[config.mk]
export PLATFORM = sky130hd
export DESIGN_NAME = mpr_core
export DESIGN_NICKNAME = d
export VERILOG_FILES = /design/src/verilog/mpr_pkg.sv /design/src/verilog/mpr_core.sv
export SDC_FILE = /design/constraint.sdc
export NUM_CORES = 1
export LEC_CHECK = 0
export ABC_AREA = 1
export BUFFER_PORTS_ARGS = -buffer_cell sky130_fd_sc_hd__buf_4
export CORE_MARGIN = 2
export CORE_UTILIZATION = 31
export CTS_CLUSTER_SIZE = 14
export DETAILED_ROUTE_END_ITERATION = 16
export HOLD_SLACK_MARGIN = 0.08
export PLACE_DENSITY = 0.48
export SLEW_MARGIN = 30
export SYNTH_ARGS = -nofsm -noshare
export SYNTH_HDL_FRONTEND = slang
export SYNTH_SLANG_ARGS = --single-unit
[constraint.sdc]
create_clock -name CLOCK_I -period 4 [get_ports CLOCK_I]
set_input_delay 0 -clock CLOCK_I [delete_from_list [all_inputs] [get_ports CLOCK_I]]
set_output_delay 0 -clock CLOCK_I [all_outputs]
set_load 0.1 [all_outputs]
[src/verilog/mpr_pkg.sv]
// constants, types and state layout of the port, rotate, bank and timer execution unit
package mpr_pkg;

  // ----------------------------------------
  // opcodes
  // ----------------------------------------
  localparam logic [7:0] OP_OR_BUS = 8'h88;
  localparam logic [7:0] OP_OR_P1 = 8'h89;
  localparam logic [7:0] OP_OR_P2 = 8'h8a;
  // base of the 8c..8f family; the low two bits pick expander port 4..7
  localparam logic [7:0] OP_OR_EXP = 8'h8c;
  localparam logic [7:0] OP_OUT_BUS = 8'h02;
  localparam logic [7:0] OP_OUT_P1 = 8'h39;
  localparam logic [7:0] OP_OUT_P2 = 8'h3a;
  localparam logic [7:0] OP_RET = 8'h83;
  localparam logic [7:0] OP_STATUS_RESTORING_RETURN = 8'h93;
  localparam logic [7:0] OP_ROL = 8'he7;
  localparam logic [7:0] OP_ROLC = 8'hf7;
  localparam logic [7:0] OP_ROR = 8'h77;
  localparam logic [7:0] OP_RORC = 8'h67;
  localparam logic [7:0] OP_PBANK0 = 8'he5;
  localparam logic [7:0] OP_PBANK1 = 8'hf5;
  localparam logic [7:0] OP_RBANK0 = 8'hc5;
  localparam logic [7:0] OP_RBANK1 = 8'hd5;
  localparam logic [7:0] OP_THALT = 8'h65;
  localparam logic [7:0] OP_CNT_GO = 8'h45;
  localparam logic [7:0] OP_TMR_GO = 8'h55;
  localparam logic [7:0] OP_SWAP = 8'h47;
  // base of the 28..2f family; the low three bits pick the working register
  localparam logic [7:0] OP_XCH = 8'h28;
  // masks that strip the port and register fields off an opcode
  localparam logic [7:0] PORT_FIELD_MASK = 8'hfc;
  localparam logic [7:0] REG_FIELD_MASK = 8'hf8;

  // ----------------------------------------
  // timing and reset values
  // ----------------------------------------
  localparam int PRESCALE_DIV = 32;
  localparam logic [4:0] PRE_LAST = 5'(PRESCALE_DIV - 1);
  localparam logic [7:0] RST_BYTE = 8'h00;
  localparam logic [7:0] RST_QPORT = 8'hff;
  localparam logic [11:0] RST_PC = 12'h000;

  // ----------------------------------------
  // types
  // ----------------------------------------
  typedef enum logic [1:0] {
    ST_IDLE = 2'b01,
    ST_WAIT = 2'b10
  } mpr_state_e;

  // one stack entry: saved status high nibble over the return pc
  typedef struct packed {
    logic [3:0] psw_hi;
    logic [11:0] pc;
  } mpr_frame_s;

  typedef struct packed {
    mpr_state_e state;
    logic done;
    logic [7:0] acc;
    logic cy;
    logic ac;
    logic f0;
    logic bs;
    logic dbf;
    logic [11:0] pc;
    logic [2:0] sp;
    logic [15:0][7:0] regs;
    mpr_frame_s [7:0] stack;
    logic in_svc;
    logic [7:0] bus;
    logic bus_oe;
    logic [7:0] p1;
    logic [7:0] p2;
    logic [3:0][3:0] expd;
    logic [7:0] tmr;
    logic [4:0] pre;
    logic t_run;
    logic c_run;
    logic pend;
    logic ovf;
    logic [2:0] t1_sync;
    logic t1_lvl;
  } mpr_core_s;

endpackage

[src/verilog/mpr_core.sv]
// execution unit for port or/output, returns, rotates, bank select and timer control
module mpr_core #(
  parameter bit SUPPRESS_EARLY_EDGE = 1'b0
) (
  input wire logic CLOCK_I,
  input wire logic RST_N_I,
  input wire logic CE_I,
  input wire logic OP_VALID_I,
  input wire logic [7:0] OP_I,
  input wire logic [7:0] OPERAND_I,
  input wire logic ACC_LOAD_I,
  output logic OP_READY_O,
  output logic OP_DONE_O,
  input wire logic PUSH_I,
  input wire logic PUSH_INT_I,
  input wire logic [11:0] PUSH_PC_I,
  input wire logic [10:0] PUSH_ADDR_I,
  input wire logic BUS_XFER_I,
  input wire logic T1_I,
  output logic [7:0] ACC_O,
  output logic [3:0] PSW_HI_O,
  output logic [11:0] PC_O,
  output logic [2:0] SP_O,
  output logic DBF_O,
  output logic IN_SERVICE_O,
  output logic [7:0] BUS_O,
  output logic BUS_OE_O,
  output logic [7:0] P1_O,
  output logic [7:0] P2_O,
  output logic [15:0] EXP_O,
  output logic [7:0] TIMER_O,
  output logic TIMER_OVF_O
);

  // ----------------------------------------
  // helpers
  // ----------------------------------------
  // folds the port and register field families onto their base opcode
  function automatic logic [7:0] op_class(input logic [7:0] op);
    logic [7:0] r;
    r = op;
    if ((op & mpr_pkg::PORT_FIELD_MASK) == mpr_pkg::OP_OR_EXP) begin
      r = mpr_pkg::OP_OR_EXP;
    end
    if ((op & mpr_pkg::REG_FIELD_MASK) == mpr_pkg::OP_XCH) begin
      r = mpr_pkg::OP_XCH;
    end
    return r;
  endfunction

  // instructions that hold the unit for a second cycle
  function automatic logic two_cycle(input logic [7:0] op);
    logic r;
    r = 1'b0;
    case (op_class(op))
      mpr_pkg::OP_OR_BUS, mpr_pkg::OP_OR_P1, mpr_pkg::OP_OR_P2,
      mpr_pkg::OP_OR_EXP, mpr_pkg::OP_OUT_BUS, mpr_pkg::OP_OUT_P1,
      mpr_pkg::OP_OUT_P2, mpr_pkg::OP_RET, mpr_pkg::OP_STATUS_RESTORING_RETURN: r = 1'b1;
      default: r = 1'b0;
    endcase
    return r;
  endfunction

  // working register index within the selected bank
  function automatic logic [3:0] reg_idx(input logic bs, input logic [2:0] r);
    return {bs, r};
  endfunction

  // ----------------------------------------
  // state
  // ----------------------------------------
  mpr_pkg::mpr_core_s q_ff;
  mpr_pkg::mpr_core_s nxt_q;
  logic fall;
  logic inc;
  logic [2:0] sp_dn;
  logic [7:0] rv;
  logic [8:0] tsum;
  mpr_pkg::mpr_frame_s fr;

  // ----------------------------------------
  // next-state logic
  // ----------------------------------------
  always_comb begin
    nxt_q = q_ff;
    nxt_q.done = 1'b0;
    nxt_q.ovf = 1'b0;
    inc = 1'b0;
    sp_dn = q_ff.sp - 3'h1;
    fr = q_ff.stack[sp_dn];
    rv = q_ff.regs[reg_idx(q_ff.bs, OP_I[2:0])];
    tsum = 9'h000;

    // three-stage sampler on test input one; level moves once stages 2 and 3 agree
    nxt_q.t1_sync = {q_ff.t1_sync[1:0], T1_I};
    if (q_ff.t1_sync[1] == q_ff.t1_sync[2]) begin
      nxt_q.t1_lvl = q_ff.t1_sync[2];
    end
    fall = q_ff.t1_lvl & ~q_ff.t1_sync[1] & ~q_ff.t1_sync[2];

    // prescaled timer ticks once per 32 enabled cycles
    if (q_ff.t_run) begin
      if (q_ff.pre == mpr_pkg::PRE_LAST) begin
        nxt_q.pre = 5'h00;
        inc = 1'b1;
      end else begin
        nxt_q.pre = q_ff.pre + 5'h01;
      end
    end

    // event mode counts falling edges; a single edge seen while stopped is remembered
    if (q_ff.c_run && fall) begin
      inc = 1'b1;
    end
    if (!q_ff.c_run && fall) begin
      nxt_q.pend = 1'b1;
    end

    // using the port as a bus drops the latched byte and returns it to input
    if (BUS_XFER_I) begin
      nxt_q.bus = mpr_pkg::RST_BYTE;
      nxt_q.bus_oe = 1'b0;
    end

    // accumulator load from the rest of the core; an opcode writing it wins
    if (ACC_LOAD_I) begin
      nxt_q.acc = OPERAND_I;
    end

    case (q_ff.state)
      mpr_pkg::ST_IDLE: begin
        if (PUSH_I) begin
          // call or interrupt entry: save pc with status nibble, bank select included
          nxt_q.stack[q_ff.sp] = {q_ff.cy, q_ff.ac, q_ff.f0, q_ff.bs, q_ff.pc};
          nxt_q.sp = q_ff.sp + 3'h1;
          if (PUSH_INT_I) begin
            nxt_q.in_svc = 1'b1;
            nxt_q.pc = {1'b0, PUSH_ADDR_I};
          end else begin
            nxt_q.pc = {q_ff.dbf, PUSH_ADDR_I};
          end
          nxt_q.done = 1'b1;
        end else if (OP_VALID_I) begin
          case (op_class(OP_I))
            mpr_pkg::OP_OR_BUS: begin
              nxt_q.bus = q_ff.bus | OPERAND_I;
              nxt_q.bus_oe = 1'b1;
            end
            mpr_pkg::OP_OR_P1: begin
              nxt_q.p1 = q_ff.p1 | OPERAND_I;
            end
            mpr_pkg::OP_OR_P2: begin
              nxt_q.p2 = q_ff.p2 | OPERAND_I;
            end
            mpr_pkg::OP_OR_EXP: begin
              nxt_q.expd[OP_I[1:0]] = q_ff.expd[OP_I[1:0]] | q_ff.acc[3:0];
            end
            mpr_pkg::OP_OUT_BUS: begin
              nxt_q.bus = q_ff.acc;
              nxt_q.bus_oe = 1'b1;
            end
            mpr_pkg::OP_OUT_P1: begin
              nxt_q.p1 = q_ff.acc;
            end
            mpr_pkg::OP_OUT_P2: begin
              nxt_q.p2 = q_ff.acc;
            end
            mpr_pkg::OP_RET: begin
              // pointer steps one entry; the entry carries both pc and status
              nxt_q.sp = sp_dn;
              nxt_q.pc = fr.pc;
            end
            mpr_pkg::OP_STATUS_RESTORING_RETURN: begin
              nxt_q.sp = sp_dn;
              nxt_q.pc = fr.pc;
              {nxt_q.cy, nxt_q.ac, nxt_q.f0, nxt_q.bs} = fr.psw_hi;
              nxt_q.in_svc = 1'b0;
            end
            mpr_pkg::OP_ROL: begin
              nxt_q.acc = {q_ff.acc[6:0], q_ff.acc[7]};
            end
            mpr_pkg::OP_ROLC: begin
              nxt_q.acc = {q_ff.acc[6:0], q_ff.cy};
              nxt_q.cy = q_ff.acc[7];
            end
            mpr_pkg::OP_ROR: begin
              nxt_q.acc = {q_ff.acc[0], q_ff.acc[7:1]};
            end
            mpr_pkg::OP_RORC: begin
              nxt_q.acc = {q_ff.cy, q_ff.acc[7:1]};
              nxt_q.cy = q_ff.acc[0];
            end
            mpr_pkg::OP_PBANK0: begin
              nxt_q.dbf = 1'b0;
            end
            mpr_pkg::OP_PBANK1: begin
              nxt_q.dbf = 1'b1;
            end
            mpr_pkg::OP_RBANK0: begin
              nxt_q.bs = 1'b0;
            end
            mpr_pkg::OP_RBANK1: begin
              nxt_q.bs = 1'b1;
            end
            mpr_pkg::OP_THALT: begin
              // halting wins over a tick landing in the same cycle
              nxt_q.t_run = 1'b0;
              nxt_q.c_run = 1'b0;
              inc = 1'b0;
            end
            mpr_pkg::OP_CNT_GO: begin
              nxt_q.t_run = 1'b0;
              nxt_q.c_run = 1'b1;
              nxt_q.pend = 1'b0;
              inc = (q_ff.pend | fall) & ~SUPPRESS_EARLY_EDGE;
            end
            mpr_pkg::OP_TMR_GO: begin
              nxt_q.t_run = 1'b1;
              nxt_q.c_run = 1'b0;
              nxt_q.pre = 5'h00;
              inc = 1'b0;
            end
            mpr_pkg::OP_SWAP: begin
              nxt_q.acc = {q_ff.acc[3:0], q_ff.acc[7:4]};
            end
            mpr_pkg::OP_XCH: begin
              nxt_q.acc = rv;
              nxt_q.regs[reg_idx(q_ff.bs, OP_I[2:0])] = q_ff.acc;
            end
            default: begin
              // opcodes outside this unit retire with no effect
            end
          endcase
          if (two_cycle(OP_I)) begin
            nxt_q.state = mpr_pkg::ST_WAIT;
          end else begin
            nxt_q.done = 1'b1;
          end
        end
      end
      mpr_pkg::ST_WAIT: begin
        // second machine cycle of a two-cycle instruction
        nxt_q.done = 1'b1;
        nxt_q.state = mpr_pkg::ST_IDLE;
      end
      default: begin
        nxt_q.state = mpr_pkg::ST_IDLE;
      end
    endcase

    // single shared incrementer for both count sources
    if (inc) begin
      tsum = {1'b0, q_ff.tmr} + 9'h001;
      nxt_q.tmr = tsum[7:0];
      nxt_q.ovf = tsum[8];
    end
  end

  // ----------------------------------------
  // state register
  // ----------------------------------------
  // clock enable low freezes everything, samplers included
  always_ff @(posedge CLOCK_I or negedge RST_N_I) begin
    if (!RST_N_I) begin
      q_ff <= '0;
      q_ff.state <= mpr_pkg::ST_IDLE;
      q_ff.pc <= mpr_pkg::RST_PC;
      q_ff.bus <= mpr_pkg::RST_BYTE;
      q_ff.bus_oe <= 1'b0;
      q_ff.p1 <= mpr_pkg::RST_QPORT;
      q_ff.p2 <= mpr_pkg::RST_QPORT;
      q_ff.t1_sync <= 3'h7;
      q_ff.t1_lvl <= 1'b1;
    end else if (CE_I) begin
      q_ff <= nxt_q;
    end
  end

  // ----------------------------------------
  // outputs
  // ----------------------------------------
  // push has priority over an opcode in the same cycle
  assign OP_READY_O = (q_ff.state == mpr_pkg::ST_IDLE) & ~PUSH_I & CE_I;
  assign OP_DONE_O = q_ff.done;
  assign ACC_O = q_ff.acc;
  assign PSW_HI_O = {q_ff.cy, q_ff.ac, q_ff.f0, q_ff.bs};
  assign PC_O = q_ff.pc;
  assign SP_O = q_ff.sp;
  assign DBF_O = q_ff.dbf;
  assign IN_SERVICE_O = q_ff.in_svc;
  assign BUS_O = q_ff.bus;
  assign BUS_OE_O = q_ff.bus_oe;
  assign P1_O = q_ff.p1;
  assign P2_O = q_ff.p2;
  assign EXP_O = q_ff.expd;
  assign TIMER_O = q_ff.tmr;
  assign TIMER_OVF_O = q_ff.ovf;

endmodule

; Yosys cells after proc, flatten, opt, wreduce, memory -nomap -nowiden
; Index checks and enable logic that the tools add are counted.
[word_totals]
register_bits = 350
input_bits = 48
output_inout_bits = 81
wordCells = 219
[classes]
addsub = 4
magnitude_cmp = 7
eq_ne = 32
n_mux = 72
bitwise_logic = 12
n_reduce_logical = 33
[ops]
columns = cell, count
row1 = 2-to-1 mux 128 bit, 3
row2 = 2-to-1 mux 326 bit, 1
row3 = bitwise mux 128 bit, 2
row4 = 2-to-1 mux 159 bit, 1
row5 = == test 8 bit (second input constant), 12
row6 = 2-to-1 mux 8 bit, 11
row7 = AND reduction 5 bit, 10
row8 = binary-select mux 16 bit (select 3 bit), 1
row9 = demux 16 bit (select 3 bit), 1
row10 = == test 8 x 7 -> 1 bit (second input constant), 6
row11 = 2-to-1 mux 16 bit, 3
row12 = one-hot mux 8 bit (6 select lines), 1
row13 = 2-to-1 mux 42 bit, 1
row14 = 2-to-1 mux 41 bit, 1
row15 = binary-select mux 8 bit (select 4 bit), 1
row16 = demux 8 bit (select 4 bit), 1
row17 = one-hot mux 8 bit (2 select lines), 2
row18 = 2-to-1 mux 15 bit, 2
row19 = == test 8 x 6 -> 1 bit (second input constant), 3
row20 = OR 8 bit, 3
row21 = 2-to-1 mux 1 bit, 18
row22 = one-hot mux 9 bit (2 select lines), 1
row23 = bitwise mux 16 bit, 1
row24 = 2-to-1 mux 5 bit, 3
row25 = 42 further kinds, 71

; Depth between registers and ports, before layout
; Gate-level depths: netlist of the first run.
[logic_depth]
word_depth = 16
depth_mapped = 17
mapped_depth_nobuf = 14

; Least setup slack after synthesis of the first run
; OpenSTA, ideal clock, no wires.
[synth_timing]
path_type = reg2reg
startpoint = register q_ff[348] in the netlist's numbering
endpoint = register q_ff, in the netlist BUS_O[7]
arrival_time_ns = 2.850
required_time_ns = 3.868
slack_ns = 1.018
path_stages_with_launch = 7
cell_sequence = dfstp_2 -> ha_1 -> nand2_2 -> nor2_1 -> inv_1 -> o22ai_1 -> a21boi_0
[synth_between]
elab_chain_len = 2
[synth_lines]
columns = element, line
row1 = "start, declared", mpr_core.sv:72  ; mpr_pkg::mpr_core_s q_ff;
row2 = "start signal, assigned", mpr_core.sv:275  ; q_ff <= nxt_q;
row3 = == test 2 x 1 -> 1 bit, mpr_core.sv:130  ; case (q_ff.state)
row4 = 2-to-1 mux 326 bit, mpr_core.sv:130
; No other way between the ends.
; A chain may end at the register's enable or synchronous reset.

; Final worst setup path of the first run
[layout_timing]
startpoint = register q_ff[348] in the netlist's numbering
endpoint = register q_ff, in the netlist P1_O[2]
[layout_between]
elab_chain_len = 2
[layout_lines]
columns = element, line
row1 = == test 2 x 1 -> 1 bit, mpr_core.sv:130
row2 = AND reduction 5 bit (no line), n/a
; No other way between the ends.

==> results of run 1 <==
## power groups by stage
stage / Clock [mW] / Combinational [mW] / Sequential (mW)
2_1_floorplan: 0 / 3.32 / 4.67
3_3_place_gp: 0 / 4.26 / 4.76
3_5_place_dp: 0 / 4.28 / 4.78
4_1_cts: 4.02 / 4.35 / 4.73
5_1_grt: 4.17 / 4.81 / 4.82
6_report: 3.90 / 4.30 / 4.73
## Yosys cell counts (2+ instances only)
library cell,count,area share [%]
sky130_fd_sc_hd__buf_6,9,0.56
sky130_fd_sc_hd__inv_1,182,3.8
sky130_fd_sc_hd__nor2_2,7,0.24
sky130_fd_sc_hd__nor2_1,211,4.3
sky130_fd_sc_hd__nand4_1,25,0.86
sky130_fd_sc_hd__a21boi_0,2,0.082
sky130_fd_sc_hd__o2111ai_1,11,0.53
sky130_fd_sc_hd__o21bai_1,2,0.082
sky130_fd_sc_hd__nand3_1,77,2.1
sky130_fd_sc_hd__buf_1,11,0.23
sky130_fd_sc_hd__a31oi_1,4,0.14
sky130_fd_sc_hd__mux2_1,3,0.19
sky130_fd_sc_hd__a21oi_1,37,1.0
sky130_fd_sc_hd__a22oi_1,2,0.082
sky130_fd_sc_hd__xnor2_1,8,0.38
sky130_fd_sc_hd__nor2_8,5,0.55
sky130_fd_sc_hd__nand2_1,666,14
sky130_fd_sc_hd__o211ai_1,14,0.58
sky130_fd_sc_hd__ha_1,7,0.48
sky130_fd_sc_hd__nor4_2,2,0.14
sky130_fd_sc_hd__nand2_2,19,0.65
sky130_fd_sc_hd__dfstp_2,21,3.0
sky130_fd_sc_hd__clkinv_1,3,0.062
sky130_fd_sc_hd__buf_2,25,0.69
sky130_fd_sc_hd__nand3_2,8,0.44
sky130_fd_sc_hd__o22ai_1,24,0.82
sky130_fd_sc_hd__inv_2,8,0.16
sky130_fd_sc_hd__o221ai_1,5,0.24
sky130_fd_sc_hd__nand3_4,2,0.19
sky130_fd_sc_hd__o21ai_0,372,10
sky130_fd_sc_hd__dfrtp_1,329,45
sky130_fd_sc_hd__a32oi_1,2,0.096
sky130_fd_sc_hd__clkbuf_1,70,1.4
sky130_fd_sc_hd__a21oi_2,4,0.19
sky130_fd_sc_hd__mux2_2,10,0.62
sky130_fd_sc_hd__buf_4,85,3.5
sky130_fd_sc_hd__nor2_4,3,0.19
sky130_fd_sc_hd__nor3_1,5,0.14
sky130_fd_sc_hd__a221oi_1,2,0.096
sky130_fd_sc_hd__o21ai_1,44,1.2
sky130_fd_sc_hd__nand2_4,3,0.19
sky130_fd_sc_hd__xor2_1,3,0.14
## layout by cell type (no fill, tap or decap), types with 9 or more instances in the layout
cell type                       count
sky130_fd_sc_hd__a21oi_1           37
sky130_fd_sc_hd__buf_4            137
sky130_fd_sc_hd__clkbuf_1          16
sky130_fd_sc_hd__clkbuf_16         45
sky130_fd_sc_hd__dfrtp_1          328
sky130_fd_sc_hd__dfstp_2           21
sky130_fd_sc_hd__dlygate4sd3_1     56
sky130_fd_sc_hd__inv_1            181
sky130_fd_sc_hd__inv_2             10
sky130_fd_sc_hd__mux2_2            10
sky130_fd_sc_hd__nand2_1          666
sky130_fd_sc_hd__nand2_2           19
sky130_fd_sc_hd__nand3_1           77
sky130_fd_sc_hd__nand4_1           25
sky130_fd_sc_hd__nor2_1           209
sky130_fd_sc_hd__nor2_2             9
sky130_fd_sc_hd__o2111ai_1         11
sky130_fd_sc_hd__o211ai_1          14
sky130_fd_sc_hd__o21ai_0          372
sky130_fd_sc_hd__o21ai_1           44
sky130_fd_sc_hd__o22ai_1           24
## cell type report
type	count	area share (%)
sequential	350	41.6
inverter	194	3.45
clock buffer	68	6.07
multi-input combinational	1595	35.7
tap	765	4.53
timing repair buffer	198	8.01
clock inverter	11	0.592
## per-layer routing
metal  vias up  wire [um]
met2       315      24600
met1      7265      24600
li1       7602          -
met4         0       1320
met3        77       2180
met5         -          0
## logic make-up after synthesis
logic type | share of synthesized area (%)
AOI/OAI and AO/OA | 15.5
xor gates and xnor gates | 0.529
adders and majority gates | 0.481
buffers and inverters | 10.4
DFF | 48.2
muxes | 0.804
and+or+nand+nor | 24.0
## worst max path at each step
stage / from / endpoint / slack, ns / depth (start not counted)
CTS: q_ff[348]$_DFFE_PN1P_ / P1_O[2]$_DFFE_PN1P_ / 0.78 / 9
finish: q_ff[348]$_DFFE_PN1P_ / P1_O[2]$_DFFE_PN1P_ / 0.78 / 9
global route: q_ff[348]$_DFFE_PN1P_ / P1_O[2]$_DFFE_PN1P_ / 0.56 / 9
global placement: SP_O[0]$_DFFE_PN0P_ / PSW_HI_O[0]$_DFFE_PN0P_ / 1.31 / 12
floorplan: q_ff[348]$_DFFE_PN1P_ / BUS_O[7]$_DFFE_PN0P_ / 1.02 / 6
detailed placement: SP_O[0]$_DFFE_PN0P_ / PC_O[9]$_DFFE_PN0P_ / 1.34 / 8
## worst min-delay path: cells and delay by family
kind | cells | cell delay (ns)
and+or+nand+nor | 3 | 0.28
buffers and inverters | 2 | 0.18
AOI/OAI and AO/OA | 2 | 0.21
## per-stage QoR
stage | util [%] | std cells | setup WS (ns) | hold WS [ns]
after detailed placement | 33.0 | 3045 | 1.34 | 0.136
after global routing | 36.5 | 3181 | 0.565 | 0.198
final | 36.5 | 3181 | 0.783 | 0.143
after floorplan | - | 2339 | 1.02 | -0.296
after CTS | 36.4 | 3179 | 0.778 | 0.115
after global placement | 33.0 | 3045 | 1.31 | 0.129
## what timing repair did
action                    4_1_cts  5_1_grt
buffers inserted                0        0
hold endpoints to repair      174       26
hold buffers                   55        1
gates resized for setup         0        0
==> results.txt, run 1 <==
----------------------------------------------------
[Routing]
  Post-detailed-route DRC marker count ... 0
  Number of antenna-violating nets in the routed design ... 0
  Detailed-route via count ... 15300
  DR pass1 iterations ... 6
  Number of vias per cell ... 4.80
  Number of DRC markers after the initial detailed-route iteration ... 1211
  Routed wire per std cell ... 16.6 um
  Total wirelength of the detailed-routed design ... 52700 um

[Floorplan]
  DIE AREA ... 60700 um^2
  Initial core utilization ... 31.4%
  Width of the die ... 246 um
  Core Rows ... 88
  Chip height ... 246 um
  Area of the placeable core ... 57900 um^2
  Total I/O pin count ... 129

[Timing]
  Clock Skews ... 0.0233 ns
  Worst relative slew slack ... 35.5%
  Clock period minus worst slack ... 3.22 ns
  Final setup vio count ... 0
  Achievable clock frequency ... 0.311 GHz
  Fraction of the cycle the final worst path needs ... 80.4%
  Count of endpoints failing hold in the final timing report ... 0
  Setup TNS after final layout ... 0 ns
  Setup repair after global routing missed its margin ... false
  Slew @ Worst Pin ... 0.967 ns
  Max-slew violations ... 0

[Min path]
  Worst hold-check path type ... in -> reg
  Hold wc startpoint ... OP_I[7]
  Depth of the worst hold-timing path ... 7
  Endpoint of the worst hold path ... P1_O[1]$_DFFE_PN1P_

[CTS]
  CTS root buffer ... sky130_fd_sc_hd__clkbuf_16
  Max H-tree Level ... 2
  Number of buffers created by CTS ... 43
  TritonCTS clock tree ... done
  Clk_lat worst skew ... 0.57 ns
  Sinks on the clock net ... 350
  Largest buffer count on any clock path ... 3
  Clock transition at path regs ... 0.06 ns

[Worst setup path]
  Cell mode on critical path ... sky130_fd_sc_hd__dlygate4sd3_1
  Cell family with the largest share of critical-path delay ... buffers and inverters
  Capturing point of the worst reg2reg path ... P1_O[2]$_DFFE_PN1P_
  Critical path launch point type ... register
  Path type of the worst setup path ... reg -> reg
  Critical-path cell list ... ha_1 -> nand2_2 -> nor2_8 -> inv_1 -> nor2_4 -> o211ai_1 -> dlygate4sd3_1 -> o21ai_1 -> dlygate4sd3_1
  Register-to-register path setup slack ... 0.78 ns
  Cells on worst reg2reg path ... 9
  Largest fanout on the critical path ... 16
  Required arrival time at the worst endpoint ... 4.52 ns
  Critical path capture point type ... register
  Beginning of the worst register-to-register path ... q_ff[348]$_DFFE_PN1P_
  Slowest cell on the critical path ... sky130_fd_sc_hd__dlygate4sd3_1
  Data arrival time at the worst-slack endpoint ... 3.73 ns
  Combined buffer and inverter count along the critical path ... 3
  Highest cell delay on the worst timing path ... 0.57 ns

[Cells and area]
  Layout overhead on the synthesized area ... 16.0%
  # diodes ... 0
  Layout cells sized above 1 ... 12.7%
  Multi-input gate area ... 7550 um^2
  Number of filler cells placed in the layout ... 6179
  Total non-filler cell area in the finished layout ... 21100 um^2
  Fin nets ... 2437
  Sequential cell area in the final layout ... 8790 um^2

[Pwr]
  Switching power of the nets ... 5.15 mW
  Pwr Density ... 612 nW/um^2
  Leakage power figure ... 9.96 nW
  Switching power as a share of total power ... 39.8%
  Relative contribution of combinational cells to total power ... 33.3%
  Clock network power share ... 30.2%
  Internal power component ... 7.78 mW
  Overall power consumption ... 12.9 mW
  Worst ir drop on vdd ... 0.364 mV
  Part of the power in registers ... 36.6%

[Outcome]
  Run status ... complete, no violations

[Yosys]
  EDFF count, synth ... 0
  Fraction of registers with async set/reset ... 100%
  Yosys cell types ... 49
  Total number of yosys warnings ... 0
  Post-synth design cell area ... 18200 um^2
  Net count after synthesis ... 2394
  Post-synthesis average cell area ... 7.78 um^2
  Cells after synthesis ... 2339
  Sequential element share of the synthesized area ... 48.2%
  Post-synthesis sequential element count ... 350
  Top FF cell, synth ... sky130_fd_sc_hd__dfrtp_1

[Place]
  Gp weighted congestion ... 0.834
  IO buf count ... 116
  Placed wire-length estimate after detailed placement ... 33200 um
  Area post-placement ... 19100 um^2

[GRT]
  Via count of the first global-routing pass ... 15000
  Met3 layer usage reported by global route ... 2.55%
  Pin count of the biggest net entering global routing ... 112
  Global-route wire length before repair ... 84900 um
  Global routing's busiest layer ... met2
  Fraction of met2 tracks used by global routing ... 28.8%
  Total grt overflow ... 0
  Number of antenna violations at the first check in global routing ... 0
  Met1 usage ... 24.1%
  GR Util All Layers ... 17.6%

[Job]
  # Max-Cap Violations ... 0

----------------------------------------------------
Note: power is estimated with default switching activity, not from simulation.
==> inputs of run 2 (changes only) <==
PLACE_DENSITY = 0.49   (was 0.48)
clock period = 2.7 ns   (was 4 ns; I/O delays follow)
==> results.txt, run 2 (synthesis gave the netlist of run 1 again) <==
----------------------------------------------------
[Outcome]
  Run status ... complete, no violations

[Worst setup path]
  Beginning of the worst register-to-register path ... q_ff[348]$_DFFE_PN1P_
  Cell mode on critical path ... sky130_fd_sc_hd__nor2_1
  Data arrival time at the worst-slack endpoint ... 2.97 ns (-0.76 ns)
  Capturing point of the worst reg2reg path ... PC_O[9]$_DFFE_PN0P_
  Critical path destination ... PC_O[9]$_DFFE_PN0P_
  Slowest cell on the critical path ... sky130_fd_sc_hd__dlygate4sd3_1
  Largest fanout on the critical path ... 28 (+12)
  Critical-path cell list ... ha_1 -> nand2_2 -> nor2_1 -> nand2_1 -> inv_4 -> nor2_1 -> a31oi_1 -> dlygate4sd3_1
  Startpoint of the most critical setup path ... q_ff[348]$_DFFE_PN1P_
  Register-to-register path setup slack ... 0.23 ns (-0.55 ns)
  Highest cell delay on the worst timing path ... 0.57 ns (about the same)
  Critical path launch point type ... register
  Path type of the worst setup path ... reg -> reg
  Required arrival time at the worst endpoint ... 3.21 ns (-1.31 ns)
  Critical path capture point type ... register
  Cells on worst reg2reg path ... 8 (-1)

[Pwr]
  Pwr Density ... 902 nW/um^2 (+47%)
  Leakage power figure ... 10.1 nW (+1.1%)
  Worst ir drop on vdd ... 0.752 mV (+110%)

[Routing]
  Number of vias per cell ... 4.81 (+0.23%)
  Detailed-route via count ... 15400 (+0.92%)
  Number of antenna-violating nets in the routed design ... 0 (unchanged)
  Routed wire per std cell ... 16.5 um (-0.20%)
  Post-detailed-route DRC marker count ... 0 (unchanged)
  Total wirelength of the detailed-routed design ... 53000 um (+0.49%)
  Number of DRC markers after the initial detailed-route iteration ... 981 (-19%)
  DR pass1 iterations ... 5 (-1)

[Timing]
  Setup TNS after final layout ... 0 ns (unchanged)
  Setup repair after global routing missed its margin ... false
  Worst relative slew slack ... 44.3% (+8.8 points)
  Count of endpoints failing hold in the final timing report ... 0 (unchanged)
  Max-slew violations ... 0 (unchanged)
  Final setup vio count ... 0 (unchanged)
  Worst hold margin ... 0.0429 ns (-0.0996 ns)
  Slew @ Worst Pin ... 0.836 ns (-0.131 ns)
  Clock period minus worst slack ... 2.47 ns (-0.751 ns)
  Clock Skews ... 0.0206 ns (-0.00271 ns)
  Achievable clock frequency ... 0.406 GHz (+30%)
  Crit path setup slack, layout ... 0.234 ns (-0.549 ns)
  Fraction of the cycle the final worst path needs ... 91.3% (+11 points)

[GRT]
  Number of antenna violations at the first check in global routing ... 0 (unchanged)
  Total grt overflow ... 0 (unchanged)
  Global-route wire length before repair ... 85200 um (+0.42%)
  GR Util All Layers ... 17.7% (+0.13 points)
  Via count of the first global-routing pass ... 15100 (+0.53%)
  Pin count of the biggest net entering global routing ... 91 (-19%)

[CTS]
  Sinks on the clock net ... 350 (unchanged)
  Clock transition at path regs ... 0.06 ns (about the same)
  TritonCTS clock tree ... done
  CTS root buffer ... sky130_fd_sc_hd__clkbuf_16
  Clk_lat worst skew ... 0.57 ns (about the same)
  Max H-tree Level ... 2 (unchanged)
  Number of buffers created by CTS ... 42 (-2.3%)
  Largest buffer count on any clock path ... 3 (unchanged)

[Place]
  IO buf count ... 116 (unchanged)
  Worst setup slack before clock tree synthesis ... 0.364 ns (-0.977 ns)
  Placed wire-length estimate after detailed placement ... 34700 um (+4.4%)
  Gp weighted congestion ... 0.836 (+0.20%)
  Area post-placement ... 19300 um^2 (+1.1%)

[Floorplan]
  Width of the die ... 246 um (unchanged)
  Initial core utilization ... 31.4% (unchanged)
  DIE AREA ... 60700 um^2 (unchanged)
  Total I/O pin count ... 129 (unchanged)
  Core Rows ... 88 (unchanged)
  Area of the placeable core ... 57900 um^2 (unchanged)
  Chip height ... 246 um (unchanged)

[Job]
  # Max-Cap Violations ... 0 (unchanged)

[Cells and area]
  Total non-filler cell area in the finished layout ... 21300 um^2 (+0.62%)
  Most frequent standard cell in the layout excluding fill and tap cells ... sky130_fd_sc_hd__nand2_1
  Most frequent cells in the layout ... 666 x sky130_fd_sc_hd__nand2_1, 372 x sky130_fd_sc_hd__o21ai_0, 328 x sky130_fd_sc_hd__dfrtp_1, 210 x sky130_fd_sc_hd__nor2_1, 179 x sky130_fd_sc_hd__inv_1
  Fin nets ... 2461 (+0.98%)
  # diodes ... 0 (unchanged)
  Finished Core Util ... 36.7% (+0.23 points)
  Number of filler cells placed in the layout ... 6117 (-1.0%)
  Layout cells sized above 1 ... 13.8% (+1.1 points)
  Layout overhead on the synthesized area ... 16.7%

[Min path]
  Worst hold-check path type ... in -> async

----------------------------------------------------
==> run 2: cell types whose count changed in the layout (fill, tap and decap cells not counted), sizes merged <==
cell,previous run,this run
dlygate4sd3,56,51
clkbuf,68,66
buf,142,172
inv,192,191
==> run 2: timing repair <==
item / CTS / global route
hold buffers: 51 / 0
setup endpoints to repair: 0 / 2
resized for setup: 0 / 5
hold endpoints to repair: 310 / 0
setup buffers: 0 / 4
==> run 2: routing by layer <==
layer | part of all wire [%] | GRT usage (%) | up-vias
met1 | 47 | 24.8 | 7347
li1 | - | - | 7638
met3 | 4.3 | 2.30 | 78
met2 | 46 | 28.6 | 337
met4 | 2.4 | 5.35 | 0
met5 | 0 | 0 | -
==> run 2: worst min-delay path by stage <==
stage / startpoint / endpoint / slack, ns / depth (start not counted)
finish: RST_N_I / async pin / 0.04 / 2
detailed placement: RST_N_I / async pin / 0.11 / 1
global route: RST_N_I / async pin / 0.14 / 2
global placement: RST_N_I / async pin / 0.09 / 1
CTS: RST_N_I / async pin / 0.1 / 2
floorplan: RST_N_I / ACC_O[0]$_DFFE_PN0P_ / -0.30 / 0
==> run 2: worst max-delay path, delay by kind of cell, from the launching register on <==
family	cells	cell delay (ns)
buf+inv	2	0.86
simple gates	4	0.58
flops	1	0.54
fa+ha+maj	1	0.26
compound gates	1	0.14
==> run 2: stage by stage <==
step / power [mW] / cells
6_report: 19.2 / 3203
5_1_grt: 20.4 / 3203
4_1_cts: 19.3 / 3199
3_5_place_dp: 13.5 / 3072
3_3_place_gp: 13.4 / 3072
2_1_floorplan: 11.8 / 2339
==> run 2: power by group <==
group	internal, mW	switching (mW)	leakage, nW
Sequential	6.32	0.663	4.53
Clock	3.35	2.29	0.670
Combinational	1.86	4.68	4.87
==> run 2: layout make-up <==
cell class,instances,area [um^2],share of cell area (%)
Clock buffer,66,1240,5.84
Clock inverter,10,119,0.559
Inverter,194,739,3.48
Multi-Input combinational cell,1595,7550,35.5
Sequential cell,350,8790,41.3
Tap cell,765,957,4.50
Timing Repair Buffer,223,1860,8.77
